--- src/include/wake_boot_pkg.sv ---
package wake_boot_pkg;

    // clock and timing
    localparam int unsigned CLK_HZ             = 50_000_000;
    localparam int unsigned BOOT_FIXED_US      = 2000;   // fixed boot copy time, 2 ms
    localparam int unsigned BOOT_PER_KB_US     = 3600;   // per kilobyte copy time, 3.6 ms
    localparam int unsigned BOOT_FIXED_CYC     = (CLK_HZ / 1_000_000) * BOOT_FIXED_US;
    localparam int unsigned BOOT_PER_KB_CYC    = (CLK_HZ / 1_000_000) * BOOT_PER_KB_US;
    localparam int unsigned RAM_KB             = 4;      // code/data ram size
    localparam int unsigned RAM_BYTES          = 4096;
    localparam int unsigned RET_BYTES          = 8;      // retention ram size
    localparam int unsigned OSC_NOMINAL_MHZ    = 24;
    localparam int unsigned OSC_START_CYC      = 16;     // oscillator settle wait
    localparam int unsigned XTAL_START_CYC     = 64;     // crystal settle wait
    localparam int unsigned SYNC_STAGES        = 3;
    localparam int unsigned DIV_MAX_LOG2       = 7;      // divider up to 128
    localparam int unsigned NUM_PERIPH         = 8;
    localparam int unsigned NUM_GPIO           = 9;

    // reset values
    localparam logic [2:0]  RST_DIV_SEL        = 3'h0;
    localparam logic [7:0]  RST_PERIPH_OFF     = 8'h00;

    // power sequence, gray along wake path
    typedef enum logic [2:0]
    {
        ST_POR     = 3'b000,
        ST_STANDBY = 3'b001,
        ST_OSC_ON  = 3'b011,
        ST_BOOT    = 3'b010,
        ST_RUN     = 3'b110
    } pwr_state_e;

endpackage : wake_boot_pkg

--- src/include/boot_copy_if.sv ---
interface boot_copy_if;
    import wake_boot_pkg::*;

    logic        start;
    logic        busy;
    logic        done;
    logic [11:0] addr;
    logic        wr;

    modport ctrl (output start, input busy, input done, input addr, input wr);
    modport copier (input start, output busy, output done, output addr, output wr);
endinterface : boot_copy_if

--- src/hw/boot_copier.sv ---
module boot_copier
    import wake_boot_pkg::*;
#(
    parameter int unsigned FIXED_CYC = BOOT_FIXED_CYC,
    parameter int unsigned KB_CYC    = BOOT_PER_KB_CYC,
    parameter int unsigned KB_COUNT  = RAM_KB
)(
    // clock and reset
    input  wire logic clk_i,
    input  wire logic rstn_i,
    // control side
    boot_copy_if.copier bc
);
    import wake_boot_pkg::*;

    localparam int unsigned TOTAL_CYC = FIXED_CYC + KB_CYC * KB_COUNT;
    localparam int unsigned WORDS     = KB_COUNT * 1024;

    logic [31:0] cnt;
    logic [31:0] wcnt;
    logic        run;

    // copy timer; one ram byte written each cycle from the end of the fixed phase until all WORDS bytes are written
    always_ff @(posedge clk_i)
    begin
        if (!rstn_i)
        begin
            run  <= 1'b0;
            cnt  <= 32'h0;
            wcnt <= 32'h0;
        end
        else if (bc.start && !run)
        begin
            run  <= 1'b1;
            cnt  <= 32'h0;
            wcnt <= 32'h0;
        end
        else if (run)
        begin
            cnt <= cnt + 32'h1;
            if (cnt >= FIXED_CYC && wcnt < WORDS)
                wcnt <= wcnt + 32'h1;
            if (cnt == TOTAL_CYC - 1)
                run <= 1'b0;
        end
    end

    assign bc.busy = run;
    assign bc.done = run && (cnt == TOTAL_CYC - 1);
    assign bc.wr   = run && (cnt >= FIXED_CYC) && (wcnt < WORDS);
    assign bc.addr = wcnt[11:0];

    chk_copy_length: assert property (@(posedge clk_i) disable iff (!rstn_i)
        $rose(run) |-> run [*8]) else $error("copy ended too early");

endmodule : boot_copier

--- src/hw/wake_boot_sequencer.sv ---
// Contract
// - after power-on reset the device goes straight to standby, not to running code.
// - in standby all blocks are off except an 8-byte retention ram that keeps its data.
// - a falling edge on any general-purpose pin wakes the device from standby.
// - a sleep timer wakes the device periodically with no pin edge.
// - on wake the boot loader copies the image from otp into the 4 kB code ram.
// - the copy repeats on every wake and lasts 2 ms plus 3.6 ms per kilobyte.
// - the processor runs only after the copy finishes, and may then call rom routines.
// - the 24 MHz low-power oscillator clocks the processor and stops only in standby; the code also holds it off in ST_POR.
// - the system clock divider is programmable so the processor can run slower.
// - the real-time clock and timers two and three are timed from the low-power oscillator.
// - an enabled crystal oscillator runs before a transmission to trim the carrier reference, then stops.
// - the power-on reset puts the whole chip into a known state; the code leaves the retention ram contents unreset.
// - software may shut down each peripheral on its own or all together.
module wake_boot_sequencer
    import wake_boot_pkg::*;
#(
    parameter int unsigned GPIO_W     = NUM_GPIO,
    parameter int unsigned PERIPH_W   = NUM_PERIPH,
    parameter int unsigned SLEEP_W    = 32,
    parameter int unsigned FIXED_CYC  = BOOT_FIXED_CYC,
    parameter int unsigned KB_CYC     = BOOT_PER_KB_CYC
)(
    // clock and reset
    input  wire logic                  clk_i,
    input  wire logic                  rstn_i,
    // wake sources
    input  wire logic [GPIO_W-1:0]     gpio_i,
    input  wire logic                  sleep_en_i,
    input  wire logic [SLEEP_W-1:0]    sleep_period_i,
    // processor requests
    input  wire logic                  standby_req_i,
    input  wire logic [2:0]            clk_div_sel_i,
    input  wire logic                  clk_div_load_i,
    input  wire logic [PERIPH_W-1:0]   periph_off_i,
    input  wire logic                  periph_all_off_i,
    input  wire logic                  xtal_en_i,
    input  wire logic                  tx_req_i,
    input  wire logic                  carrier_trim_done_i,
    // retention ram port
    input  wire logic                  ret_we_i,
    input  wire logic [2:0]            ret_addr_i,
    input  wire logic [7:0]            ret_wdata_i,
    output logic [7:0]                 ret_rdata_o,
    // boot copy ram port
    output logic                       otp_rd_o,
    output logic                       ram_we_o,
    output logic [11:0]                ram_addr_o,
    // power and clock outputs
    output logic                       low_power_oscillator_en_o,
    output logic                       crystal_oscillator_en_o,
    output logic                       blocks_pwr_en_o,
    output logic                       cpu_run_o,
    output logic                       sys_clk_en_o,
    output logic                       timer_tick_o,
    output logic [PERIPH_W-1:0]        periph_pwr_o,
    output logic                       standby_o,
    output logic                       booting_o
);
    import wake_boot_pkg::*;

    pwr_state_e state;
    pwr_state_e next_state;

    boot_copy_if bc ();

    logic [GPIO_W-1:0]  gs1;
    logic [GPIO_W-1:0]  gs2;
    logic [GPIO_W-1:0]  gs3;
    logic [GPIO_W-1:0]  gprev;
    logic               pin_wake;
    logic [SLEEP_W-1:0] sleep_cnt;
    logic               timer_wake;
    logic [7:0]         osc_cnt;
    logic [7:0]         retention_ram [RET_BYTES];
    logic [2:0]         div_sel;
    logic [6:0]         div_cnt;
    logic [PERIPH_W-1:0] periph_off;
    logic [7:0]         xtal_cnt;
    logic               xtal_on;

    // three-stage pin synchroniser; only stage two and three agreeing counts
    always_ff @(posedge clk_i)
    begin
        if (!rstn_i)
        begin
            gs1   <= '1;
            gs2   <= '1;
            gs3   <= '1;
            gprev <= '1;
        end
        else
        begin
            gs1 <= gpio_i;
            gs2 <= gs1;
            gs3 <= gs2;
            if (gs2 == gs3)
                gprev <= gs3;
        end
    end

    // falling edge on any pin; wakes only count in standby
    assign pin_wake = |(gprev & ~gs3 & ~gs2) && (state == ST_STANDBY);

    // sleep timer runs in standby only, counting every clk_i cycle
    always_ff @(posedge clk_i)
    begin
        if (!rstn_i || state != ST_STANDBY || !sleep_en_i)
            sleep_cnt <= '0;
        else if (timer_wake)
            sleep_cnt <= '0;
        else
            sleep_cnt <= sleep_cnt + 1'b1;
    end

    // period of zero would wake at once, so it is treated as off
    assign timer_wake = sleep_en_i && (state == ST_STANDBY) && (sleep_period_i != '0)
                        && (sleep_cnt >= sleep_period_i - 1'b1);

    // power sequence
    always_comb
    begin
        next_state = state;
        case (state)
            ST_POR:     next_state = ST_STANDBY;
            ST_STANDBY: if (pin_wake || timer_wake) next_state = ST_OSC_ON;
            ST_OSC_ON:  if (osc_cnt == OSC_START_CYC[7:0] - 8'h1) next_state = ST_BOOT;
            ST_BOOT:    if (bc.done) next_state = ST_RUN;
            ST_RUN:     if (standby_req_i) next_state = ST_STANDBY;
            default:    next_state = ST_POR;
        endcase
    end

    // state register loads ST_POR on reset
    always_ff @(posedge clk_i)
    begin
        if (!rstn_i)
            state <= ST_POR;
        else
            state <= next_state;
    end

    // oscillator settle counter
    always_ff @(posedge clk_i)
    begin
        if (!rstn_i || state != ST_OSC_ON)
            osc_cnt <= 8'h0;
        else
            osc_cnt <= osc_cnt + 8'h1;
    end

    // kick the copier once on entry to boot, every wake
    assign bc.start = (state == ST_OSC_ON) && (next_state == ST_BOOT);

    boot_copier #(
        .FIXED_CYC (FIXED_CYC),
        .KB_CYC    (KB_CYC),
        .KB_COUNT  (RAM_KB)
    ) u_copier (
        .clk_i  (clk_i),
        .rstn_i (rstn_i),
        .bc     (bc.copier)
    );

    assign otp_rd_o   = bc.wr;
    assign ram_we_o   = bc.wr;
    assign ram_addr_o = bc.addr;

    // retention ram is not reset: contents must survive wake cycles
    always_ff @(posedge clk_i)
    begin
        if (ret_we_i && state == ST_RUN)
            retention_ram[ret_addr_i] <= ret_wdata_i;
    end

    always_ff @(posedge clk_i)
    begin
        if (!rstn_i)
            ret_rdata_o <= 8'h00;
        else
            ret_rdata_o <= retention_ram[ret_addr_i];
    end

    // clock divider select, powers of two up to 128
    always_ff @(posedge clk_i)
    begin
        if (!rstn_i)
            div_sel <= RST_DIV_SEL;
        else if (clk_div_load_i)
            div_sel <= clk_div_sel_i;
    end

    always_ff @(posedge clk_i)
    begin
        if (!rstn_i || state != ST_RUN)
            div_cnt <= 7'h0;
        else
            div_cnt <= div_cnt + 7'h1;
    end

    // processor clock gated by cpu_run_o; divider picks enable stride
    assign sys_clk_en_o = cpu_run_o && ((div_cnt & ((7'h1 << div_sel) - 7'h1)) == 7'h0);
    // timers share the oscillator-derived tick, undivided
    assign timer_tick_o = low_power_oscillator_en_o;

    // peripheral shutdown mask
    always_ff @(posedge clk_i)
    begin
        if (!rstn_i)
            periph_off <= RST_PERIPH_OFF;
        else
            periph_off <= periph_all_off_i ? '1 : periph_off_i;
    end

    assign periph_pwr_o = (state == ST_RUN) ? ~periph_off : '0;

    // crystal runs from tx request until XTAL_START_CYC cycles have passed and trim is done, then off
    always_ff @(posedge clk_i)
    begin
        if (!rstn_i || state != ST_RUN || !xtal_en_i)
        begin
            xtal_on  <= 1'b0;
            xtal_cnt <= 8'h0;
        end
        else if (tx_req_i && !xtal_on)
        begin
            xtal_on  <= 1'b1;
            xtal_cnt <= 8'h0;
        end
        else if (xtal_on)
        begin
            if (xtal_cnt != XTAL_START_CYC[7:0])
                xtal_cnt <= xtal_cnt + 8'h1;
            else if (carrier_trim_done_i)
                xtal_on <= 1'b0;
        end
    end

    assign crystal_oscillator_en_o   = xtal_on;
    assign low_power_oscillator_en_o = (state != ST_STANDBY) && (state != ST_POR);
    assign blocks_pwr_en_o           = low_power_oscillator_en_o;
    assign cpu_run_o                 = (state == ST_RUN);
    assign standby_o                 = (state == ST_STANDBY);
    assign booting_o                 = (state == ST_BOOT);

    chk_por_to_standby: assert property (@(posedge clk_i) disable iff (!rstn_i)
        state == ST_POR |=> state == ST_STANDBY) else $error("no standby after reset");
    chk_standby_power_off: assert property (@(posedge clk_i) disable iff (!rstn_i)
        standby_o |-> !blocks_pwr_en_o && !cpu_run_o) else $error("power on in standby");
    chk_pin_wake: assert property (@(posedge clk_i) disable iff (!rstn_i)
        pin_wake |=> state == ST_OSC_ON) else $error("pin edge did not wake");
    chk_timer_wake: assert property (@(posedge clk_i) disable iff (!rstn_i)
        timer_wake |=> low_power_oscillator_en_o) else $error("timer did not wake");
    chk_boot_start: assert property (@(posedge clk_i) disable iff (!rstn_i)
        $rose(booting_o) |-> bc.busy) else $error("copy not started");
    chk_run_after_copy: assert property (@(posedge clk_i) disable iff (!rstn_i)
        $rose(cpu_run_o) |-> $past(bc.done)) else $error("cpu ran before copy end");
    chk_osc_in_run: assert property (@(posedge clk_i) disable iff (!rstn_i)
        cpu_run_o |-> low_power_oscillator_en_o) else $error("cpu without oscillator");
    chk_periph_all_off: assert property (@(posedge clk_i) disable iff (!rstn_i)
        periph_all_off_i |=> periph_pwr_o == '0) else $error("peripherals still on");
    chk_osc_settle: assert property (@(posedge clk_i) disable iff (!rstn_i)
        $rose(state == ST_OSC_ON) |-> (state == ST_OSC_ON) [*8]) else $error("osc wait short");
    chk_xtal_off: assert property (@(posedge clk_i) disable iff (!rstn_i)
        !xtal_en_i |=> !crystal_oscillator_en_o) else $error("crystal on while disabled");

endmodule : wake_boot_sequencer

--- config.mk ---
export PLATFORM = sky130hd
export DESIGN_NAME = wake_boot_sequencer
export DESIGN_NICKNAME = d
export VERILOG_FILES = /design/src/include/wake_boot_pkg.sv /design/src/include/boot_copy_if.sv /design/src/hw/boot_copier.sv /design/src/hw/wake_boot_sequencer.sv
export SDC_FILE = /design/constraint.sdc
export NUM_CORES = 1
export LEC_CHECK = 0
export ABC_AREA = 1
export BUFFER_PORTS_ARGS = -buffer_cell sky130_fd_sc_hd__buf_2
export CORE_MARGIN = 2
export CORE_UTILIZATION = 55
export DETAILED_ROUTE_END_ITERATION = 16
export PLACE_DENSITY = 0.75
export SYNTH_ARGS = -nofsm -noshare
export SYNTH_HDL_FRONTEND = slang
export SYNTH_SLANG_ARGS = --single-unit
--- constraint.sdc ---
create_clock -name clk_i -period 8.3 [get_ports clk_i]
set_input_delay 0.83 -clock clk_i [delete_from_list [all_inputs] [get_ports clk_i]]
set_output_delay 0.83 -clock clk_i [all_outputs]
set_load 0.02 [all_outputs]
* Word level (Yosys, flattened, before mapping)
Memory sizes are Yosys's and may differ from the RTL's. A register that Yosys moved wholly into a read port is not among the register bits.
Cells that the tools add are included.
** Cells by class
- Add/sub/neg operators :: 8
- Magnitude comparators :: 3
- Eq/ne operators :: 12
- Shifts and indexed selects :: 1
- Mux-type cells :: 16
- Bitwise gates (word level) :: 7
- Reductions and logical operators :: 36
** Operators by type and width (count)
- $add 32x1->32 const B :: 3
- $eq 32x20->1 const B :: 1
- $ge 32x17->1 const B :: 1
- $ge 32x32->1 :: 1
- $lt 32x13->1 const B :: 1
- $reduce_bool 32->1 :: 1
- $sub 32x1->32 const B :: 1
- $and 9x9->9 :: 2
- $not 9->9 :: 2
- $add 8x1->8 const B :: 2
- $mux 8 :: 2
- $pmux 3 s5 :: 1
- $logic_and 1x1->1 :: 14
- $mux 3 :: 4
- $eq 3x2->1 const B :: 3
- $eq 9x9->1 :: 1
- $mux 1 :: 9
- $reduce_or 9->1 :: 1
- $eq 8x4->1 const B :: 1
- $ne 8x7->1 const B :: 1
- $not 8->8 :: 1
- $add 7x1->7 const B :: 1
- $and 7x7->7 :: 1
- $logic_not 7->1 :: 1
- 14 further kinds :: 27
** Storage, ports and cells
- Register bits after elaboration :: 171
- Memory bits (writable) :: 64
- Bits of input ports :: 73
- Output and inout port bits :: 38
- Memories kept :: 1
** Memories
- retention_ram :: depth 8, bits a word 8, rd ports 1, clocked after Yosys merged registers in 1, write ports 1, RTL line wake_boot_sequencer.sv:75 : logic [7:0] retention_ram [RET_BYTES];

* Logic depth before layout (Yosys ltp)
Gate-level depths: netlist of run 1.
- Word-level depth :: 12
- Depth in mapped cells :: 22

* Cells and area by module
A second synthesis of run 1 with hierarchy kept.
** Second synthesis, totals
- Cells, all modules :: 1548
- Area total of the unflattened synthesis :: 12034.0 um2
** Modules (own cells, without submodules)
- wake_boot_sequencer :: times used 1, cells an instance 1052, area each 8650.8 um2, sequential area each 4204.0 um2
- boot_copier :: times used 1, cells an instance 496, area each 3383.2 um2, sequential area each 1301.2 um2

* Worst setup path after synthesis of run 1
Ideal clock, no wire load.
- Path type :: input-to-reg
- From :: in sleep_period_i[0]
- To :: reg sleep_cnt[10]
- Library setup time :: 116 ps
- Arrival :: 3147 ps
- Required time :: 8184 ps
- Setup slack :: 5037 ps
- Stages :: 21
- Path buffers :: 1
- Path through :: inv_1 > ha_1 > inv_1 > nor2_2 > nand4_1 > nor2_1 > nand2_1 > nor2_1 > nand2_1 > xor2_1 > ha_1 > nand2_1 > nor2_1 > nand2_1 > nor2_1 > nand2_1 > nand2_1 > nand2_1 > nand2_2 > buf_2 > nor2_1
** On the way
- Longest elaborated chain between the ends :: 4
- Elaborated cells on any way between the ends :: 6
- Those cells by class :: 1 x add/sub; 1 x order compare; 4 x reduce/logical
** Ends and longest elaborated chain
- start: declaration :: RTL line wake_boot_sequencer.sv:30 : input wire logic [SLEEP_W-1:0] sleep_period_i,
- $sub 32x1->32 / $reduce_bool 32->1 (equally long branches) :: RTL line wake_boot_sequencer.sv:118, wake_boot_sequencer.sv:117
- $ge 32x32->1 / $logic_and 1x1->1 (equally long branches) :: RTL line wake_boot_sequencer.sv:118, wake_boot_sequencer.sv:117
- $logic_and 1x1->1 * :: RTL line wake_boot_sequencer.sv:118 : && (sleep_cnt >= sleep_period_i - 1'b1);
- $reduce_or 2->1 (no source line) *
- end signal: assignment :: RTL line wake_boot_sequencer.sv:113 : sleep_cnt <= sleep_cnt + 1'b1;
- end: declaration :: RTL line wake_boot_sequencer.sv:72 : logic [SLEEP_W-1:0] sleep_cnt;
Mark *: on every way between the ends. The rest lies on a longest branch, timed or not.
A chain may end at the register's enable or synchronous reset.

* Worst setup path after layout of run 1
- From :: in sleep_period_i[0]
- To :: reg sleep_cnt[19]
The elaborated chain is that of the path after synthesis.

==> summary.txt, run 1 <==
Run status
  • Status: finished, final reports clean

Critical path
  • Crit end category: flop
  • Worst Path Max Fanout: 32
  • Cell seen most often among critical-path stages: nand2_1
  • CP max stage cell: nand2_2
  • Delay of the slowest cell on the worst path: between 400 and 500 ps
  • Crit path launch type: primary input
  • Buf+Inv Stages, Crit Path: 3
  • WP data required: approximately 8700 ps
  • CP top delay family: simple AND/OR/NAND/NOR gates
  • Arrival time of the worst setup path: approximately 4000 ps
  • CP Cell Sequence: buf_2 -> inv_1 -> ha_1 -> inv_1 -> nor2_2 -> nand4_1 -> nor2_1 -> nand2_1 -> nor2_1 -> nand2_1 -> xor2_1 -> ha_1 -> nand2_1 -> nor2_1 -> nand2_1 -> nor2_1 -> nand2_1 -> nand2_1 -> nand2_1 -> nand2_2 -> nor2_1
  • Critical path class: in -> reg

Global route
  • Total grt overflow: 0
  • GRT Total Usage: 0.221
  • First-pass GRT wire length: 43,700 um
  • Largest net degree at the start of global routing: 63
  • Initial antenna violation count: 1
  • Vias in the first global route: between 9,000 and 10,000

Route
  • Drt first pass iters: 5
  • DRC Markers: 0
  • Final WL: 26,300 um
  • ANT nets after route: 0
  • Wire length per cell: between 10 and 15 um
  • DR iter-0 viols: roughly 720
  • Detailed-route via count: 10,100
  • Via density per instance: 5.18

Clock tree
  • Clock slew at reported path FFs: 60 ps
  • CTS tree: done
  • Clock sinks: 243
  • CTS root buffer: clkbuf_16
  • Hold Buf Count CTS: 0
  • Clk_lat worst skew: ~550 ps
  • Maximum root-to-sink buffer count: 3
  • Cts repair resizes: 0
  • Post-CTS Setup Bufs: 0
  • CTS Buf Count: 27
  • H-tree depth: 1

Die
  • Initial Util: 0.558
  • Die Span Y: 153 um
  • Die Width: ~150 um
  • Die ar.: between 20,000 and 25,000 um^2
  • Core box area: 21,800 um^2
  • Site Rows: 54
  • IO Pins: 111

Logic synthesis
  • Mapped Cells: 1,560
  • Main flop type after synthesis: dfxtp_1
  • Ys async rst share: 0
  • Post-synthesis average cell area: 7.78 um^2
  • Number of synthesized flops with an enable pin: 64
  • Yosys warns: 0
  • Synthesized area: approximately 12,000 um^2
  • Sequential fraction of the synthesis area: 0.454
  • Syn Nets: 1,674
  • Top-area cell type share of the netlist area: 0.295
  • FF+latch count, synth: roughly 240
  • Largest area contributor in the netlist: dfxtp_1
  • Top post-synthesis cells by area: dfxtp_1 (30%), edfxtp_1 (16%), nor2_1 (9.5%), nand2_1 (8.6%), inv_1 (5.5%)
  • Distinct cells, synth: 48

Pwr
  • Total power: ~2600 uW
  • Lkg Pwr: 0.00553 uW
  • Pwr Density: 188 nW/um^2
  • Maximum vdd drop: 0.215 mV

STA
  • Worst Clk Skew: approximately 29 ps
  • Max-slew violation count: 0
  • Slew margin rel.: 0.350
  • Final Critical Period: 3580 ps
  • RSZ-0062 raised after global routing: false
  • Final Hold Fails: 0
  • # setup viols final: 0
  • Slew @ Worst Pin: ~970 ps
  • Peak Freq: 0.280 GHz
  • Final Cycle Share: 0.431
  • Fin Setup TNS: 0 ps

Place
  • Detail Placement HPWL: 18,800 um
  • Routability cong.: about 0.91
  • IO buf count: 110

Final layout
  • Commonest non-fill, non-tap cells in the layout: nor2_1 (306), nand2_1 (278), dfxtp_1 (179)
  • Commonest non-fill, non-tap cell in the layout: nor2_1
  • Area delta synth->final: 13.0%
  • Nets: 1,770
  • Share of cells above drive strength 1: 0.133

Run
  • Max_cap viols: 0

Min path
  • Worst hold-check path type: reg -> reg
[report_power, final]
group / internal, uW / switching (uW)
Combinational: 46.4 / 82.1
Sequential: 1230 / 8.78
Clock: 732 / 474
Total: 2010 / 565
[stage by stage]
stage                     instance area, um^2  std cells  setup WS [ps]  hold WS [ps]   util
after floorplan                         12100       1560           5040           393      -
after global placement                  12800       1907           4340           401  0.589
after detailed placement                12800       1907           4180           398  0.589
after CTS                               13700       1955           4740           415  0.630
after global routing                    13700       1955           4300           432  0.630
final                                   13700       1956           4720           414  0.630
[final timing paths]
check | from | end | slack [ps] | cells past startpoint
hold reg to reg | gs1[1] | gs2[1] | 410 | 1
setup / recovery | sleep_period_i[0] | sleep_cnt[19] | 4720 | 21
hold / removal | gs1[1] | gs2[1] | 410 | 1
setup reg to reg | state[0] | retention_ram[7][3] | 5820 | 7
[area by class of cell]
class | instances | area [um^2]
clock inverter | 16 | 199
antenna | 1 | 2.50
timing repair buffer | 114 | 581
multi-input combinational | 1080 | 5660
sequential | 243 | 5510
tap | 280 | 350
clock buffer | 32 | 704
inverter | 190 | 713
fill | 1903 | 8050
[sequential cells by signal, summed over array words and instances, names as in the netlist]
signal                   flops
crystal_oscillator_en_o      1
div_cnt                      7
div_sel                      3
gprev                        9
gs1                          9
gs2                          9
gs3                          9
osc_cnt                      8
periph_off                   8
ret_rdata_o                  8
retention_ram               64
sleep_cnt                   32
state                        3
u_copier.bc.busy             1
u_copier.cnt                32
u_copier.wcnt               32
xtal_cnt                     8
[kinds of logic (layout without fill, tap and decap cells)]
family	count (synthesis)	in the layout	share of synthesized area
compound gates	133	133	0.0608
flops	243	243	0.454
simple gates	815	815	0.297
xor+xnor	91	91	0.0657
buf+inv	237	352	0.0807
other cells	0	1	0
fa+ha+maj	41	41	0.0423
[cell usage after synthesis, types with 5 or more instances]
master / number
nand2_1: 279
buf_2: 12
nor4_1: 10
a21oi_1: 61
dfxtp_1: 179
nand4_1: 50
nor2_4: 5
or2_2: 32
xnor2_1: 34
xor2_1: 57
nor2_2: 8
nor2_1: 306
a41oi_1: 8
nor3_2: 8
inv_1: 178
o21ai_0: 48
clkinv_1: 5
nand3_1: 61
clkbuf_1: 14
edfxtp_1: 64
ha_1: 41
nor3_1: 36
inv_2: 7
buf_4: 16
[worst reg2reg max path: cells and delay by family (launching register included)]
family / cells / cell delay (ps)
flops: 1 / 290
buf+inv: 2 / 380
simple gates: 5 / 1440
[routing by layer]
layer | global-route usage | part of all wire | wire, um
met1 | 0.300 | 0.47 | 12300
met2 | 0.366 | 0.45 | 11800
met3 | 0.0412 | 0.064 | 1690
met4 | 0.0604 | 0.021 | 559
met5 | 0 | 0 | 0
Note: power is estimated with default switching activity, not from simulation.
==> run 2: changes to the inputs <==
ABC_AREA = 0   (was 1)
clock period = 3.7 ns   (was 8.3 ns; I/O delays follow)
==> run 2 against run 1 <==
Routed wire length is 12% lower. Die area is 5.0% lower. Clock power up 120%. Sequential share of layout area increased by 0.74 points. Synthesized cell count shrank 30%. Sequential power grew 120%. Largest power group unchanged. Highest routed layer unchanged.
==> summary.txt, run 2 <==
Logic synthesis
  • Commonest cells post-synth: dfxtp_1 (179), nor2_1 (105), nand2_1 (82)
  • Synthesized area: 11,500 um^2 (-5.1%)
  • Yosys warns: 0 (unchanged)
  • Mapped Cells: 1,090 (-30%)
  • Distinct cells, synth: 64 (+33%)
  • Number of synthesized flops with an enable pin: 64 (unchanged)
  • Largest area contributor in the netlist: dfxtp_1
  • FF+latch count, synth: 243 (unchanged)
  • Ys async rst share: 0 (unchanged)
  • Post-synthesis average cell area: 10.6 um^2 (+36%)
  • Syn Nets: 1,204 (-28%)
  • Top-area cell type share of the netlist area: 0.311 (+0.0158)
  • Sequential fraction of the synthesis area: 0.478 (+0.0243)
  • Main flop type after synthesis: dfxtp_1
  • Top post-synthesis cells by area: dfxtp_1 (31%), edfxtp_1 (17%), xnor2_1 (4.7%), ha_1 (4.5%), a2111oi_2 (3.6%)
  • Most frequent cell after synthesis: dfxtp_1

Critical path
  • R2R Setup Slk: 1020 ps (-4800 ps)
  • CP max stage cell: or4b_2
  • Delay of the slowest cell on the worst path: 590 ps (+110 ps)
  • CP Cell Sequence: buf_2 -> inv_1 -> ha_1 -> or4b_2 -> nor4_2 -> buf_4 -> nand2_1 -> nor3_1 -> xnor2_1 -> ha_1 -> nand4_1 -> nor3_1 -> a221o_1 -> or2_2 -> buf_12 -> a2111oi_1
  • Worst Path Max Fanout: 18 (-44%)
  • CP Launch Point: sleep_period_i[0]
  • Crit path launch type: primary input
  • Reg-to-reg endpoint: retention_ram[1][6]
  • FF-to-FF path depth: 6 (-1)
  • Arrival time of the worst setup path: 3820 ps (-140 ps)
  • Critical path class: in -> reg
  • Crit end category: flop
  • R2R Path Start: state[1]
  • WP data required: 4090 ps (-4600 ps)
  • Worst setup path endpoint: sleep_cnt[1]

Route
  • Final WL: 23,200 um (-12%)
  • ANT nets after route: 0 (unchanged)
  • Wire length per cell: 15.3 um (+14%)
  • DRC Markers: 0 (unchanged)
  • Detailed-route via count: 8,351 (-18%)
  • Drt first pass iters: 5 (unchanged)
  • DR iter-0 viols: 478 (-34%)
  • Via density per instance: 5.52 (+6.5%)

Die
  • IO Pins: 111 (unchanged)
  • Core box area: 20,400 um^2 (-6.4%)
  • Die Width: 149 um (-2.5%)
  • Site Rows: 52 (-3.7%)
  • Initial Util: 0.566 (+0.00777)
  • Die ar.: 22,100 um^2 (-5.0%)
  • Die Span Y: 149 um (-2.5%)

Global route
  • Total grt overflow: 0 (unchanged)
  • Initial antenna violation count: 0 (-1)
  • Vias in the first global route: 7,961 (-16%)
  • First-pass GRT wire length: 38,000 um (-13%)
  • GRT Total Usage: 0.208 (-0.0136)
  • Largest net degree at the start of global routing: 42 (-33%)

Run
  • Max_cap viols: 0 (unchanged)

Pwr
  • Maximum vdd drop: 0.371 mV (+72%)
  • Lkg Pwr: 0.00492 uW (-11%)
  • Pwr Density: 424 nW/um^2 (+130%)

Clock tree
  • H-tree depth: 1 (unchanged)
  • CTS Buf Count: 26 (-3.7%)
  • Maximum root-to-sink buffer count: 3 (unchanged)
  • Hold Buf Count CTS: 0 (unchanged)
  • CTS tree: done
  • CTS root buffer: clkbuf_16
  • Clk_lat worst skew: 530 ps (-20 ps)
  • Clock sinks: 243 (unchanged)
  • Clock slew at reported path FFs: 60 ps (about the same)
  • Post-CTS Setup Bufs: 0 (unchanged)

STA
  • Final Cycle Share: 0.927
  • Max-slew violation count: 0 (unchanged)
  • Fin Setup TNS: 0 ps (unchanged)
  • Slew margin rel.: 0.422 (+0.0721)
  • Slew @ Worst Pin: 856 ps (-116 ps)
  • Final Critical Period: 3430 ps
  • Worst Clk Skew: 16.2 ps (-12.6 ps)
  • Peak Freq: 0.291 GHz
  • # setup viols final: 0 (unchanged)
  • Final Hold Fails: 0 (unchanged)
  • RSZ-0062 raised after global routing: false

Final layout
  • Max reg flops: 64 (unchanged)
  • Share of cells above drive strength 1: 0.217 (+0.0841)
  • Nets: 1,338 (-24%)
  • Reg with most FFs: retention_ram
  • Commonest non-fill, non-tap cells in the layout: dfxtp_1 (179), buf_2 (110), nor2_1 (105)
  • Area delta synth->final: 16.9%
  • Core Util, Final: 0.661 (+0.0309)
  • Fillcell total: 1,587 (-17%)
  • Commonest non-fill, non-tap cell in the layout: dfxtp_1

Place
  • Detail Placement HPWL: 16,500 um (-12%)
  • IO buf count: 110 (unchanged)
  • Routability cong.: 0.790 (-13%)

Min path
  • Worst Hold Launch: gpio_i[4]
  • Worst hold-check path type: in -> reg

Run status
  • Status: finished, final reports clean
[run 2: cell count changes after synthesis, moves of 24 or more]
cell       previous run  this run
nand2_1             279        82
or2_2                32         3
a21oi_1              61        17
o21ai_0              48         9
inv_1               178        23
a2111oi_2             0        28
nand2b_1              0        43
and2_1                1        27
nor2_1              306       105
xnor2_1              34        62
mux2i_1               0        33
nand3_1              61        37
[run 2: critical path, delay by kind of cell]
family	cells	cell delay, ps
XOR/XNOR	1	150
AO/OA/AOI/OAI	2	750
buffers and inverters	4	510
adder cells (fa/ha/maj)	2	430
AND/OR/NAND/NOR	7	1610
[run 2: how the worst min path moves through the flow]
stage / to / depth (start not counted)
CTS: gs1[1] / 2
global route: gs1[4] / 2
floorplan: gs2[0] / 1
global placement: gs2[7] / 1
detailed placement: gs2[7] / 1
finish: gs1[4] / 2
[run 2: metrics by stage]
step	area, um^2	total power, uW	setup slack (ps)	instances	hold slack [ps]
floorplan	11500	2980	3.65	1090	386
finish	13500	5710	269	1514	33.3
detailed placement	12600	3110	-302	1466	394
global route	13500	5910	16.1	1513	18.7
CTS	13500	5750	234	1513	15.0
global placement	12600	3100	-141	1466	393
[run 2: repair_timing]
action | 4_1_cts | 5_1_grt
resized for setup | 0 | 2
endpoints found under the setup margin | 0 | 2
endpoints found under the hold margin | 0 | 0
[run 2: report_power, final]
part | switching, uW | internal [uW]
Combinational | 152 | 128
Clock | 1050 | 1610
Sequential | 13.9 | 2750
Total | 1210 | 4490
[run 2: cell type report]
type,count,area [um^2],share of cell area
flip-flops and latches,243,5510,0.409
repair buffers,167,1000,0.0745
clock inverters,18,213,0.0158
inverters,24,90.1,0.00669
diodes,1,2.50,0.000186
multi-input cells,762,5630,0.418
clock buffers,29,682,0.0507
well taps,270,338,0.0251
[run 2: per-layer routing]
| layer | up-vias | share of wire | track usage |
|---|---|---|---|
| li1 | 4207 | - | - |
| met3 | 33 | 0.041 | 0.0328 |
| met5 | - | 0 | 0 |
| met4 | 0 | 0.015 | 0.0519 |
| met1 | 3938 | 0.46 | 0.276 |
| met2 | 173 | 0.48 | 0.358 |
[run 2: cells by family (layout without fill, tap and decap cells)]
kind of cell	Yosys count	count (layout)	share of synthesized area
compound gates	113	113	0.0929
buf+inv	85	238	0.0358
simple gates	449	449	0.205
xor+xnor	109	109	0.0829
flops	243	243	0.478
other cells	0	1	0
mux	50	50	0.0609
fa+ha+maj	41	41	0.0445
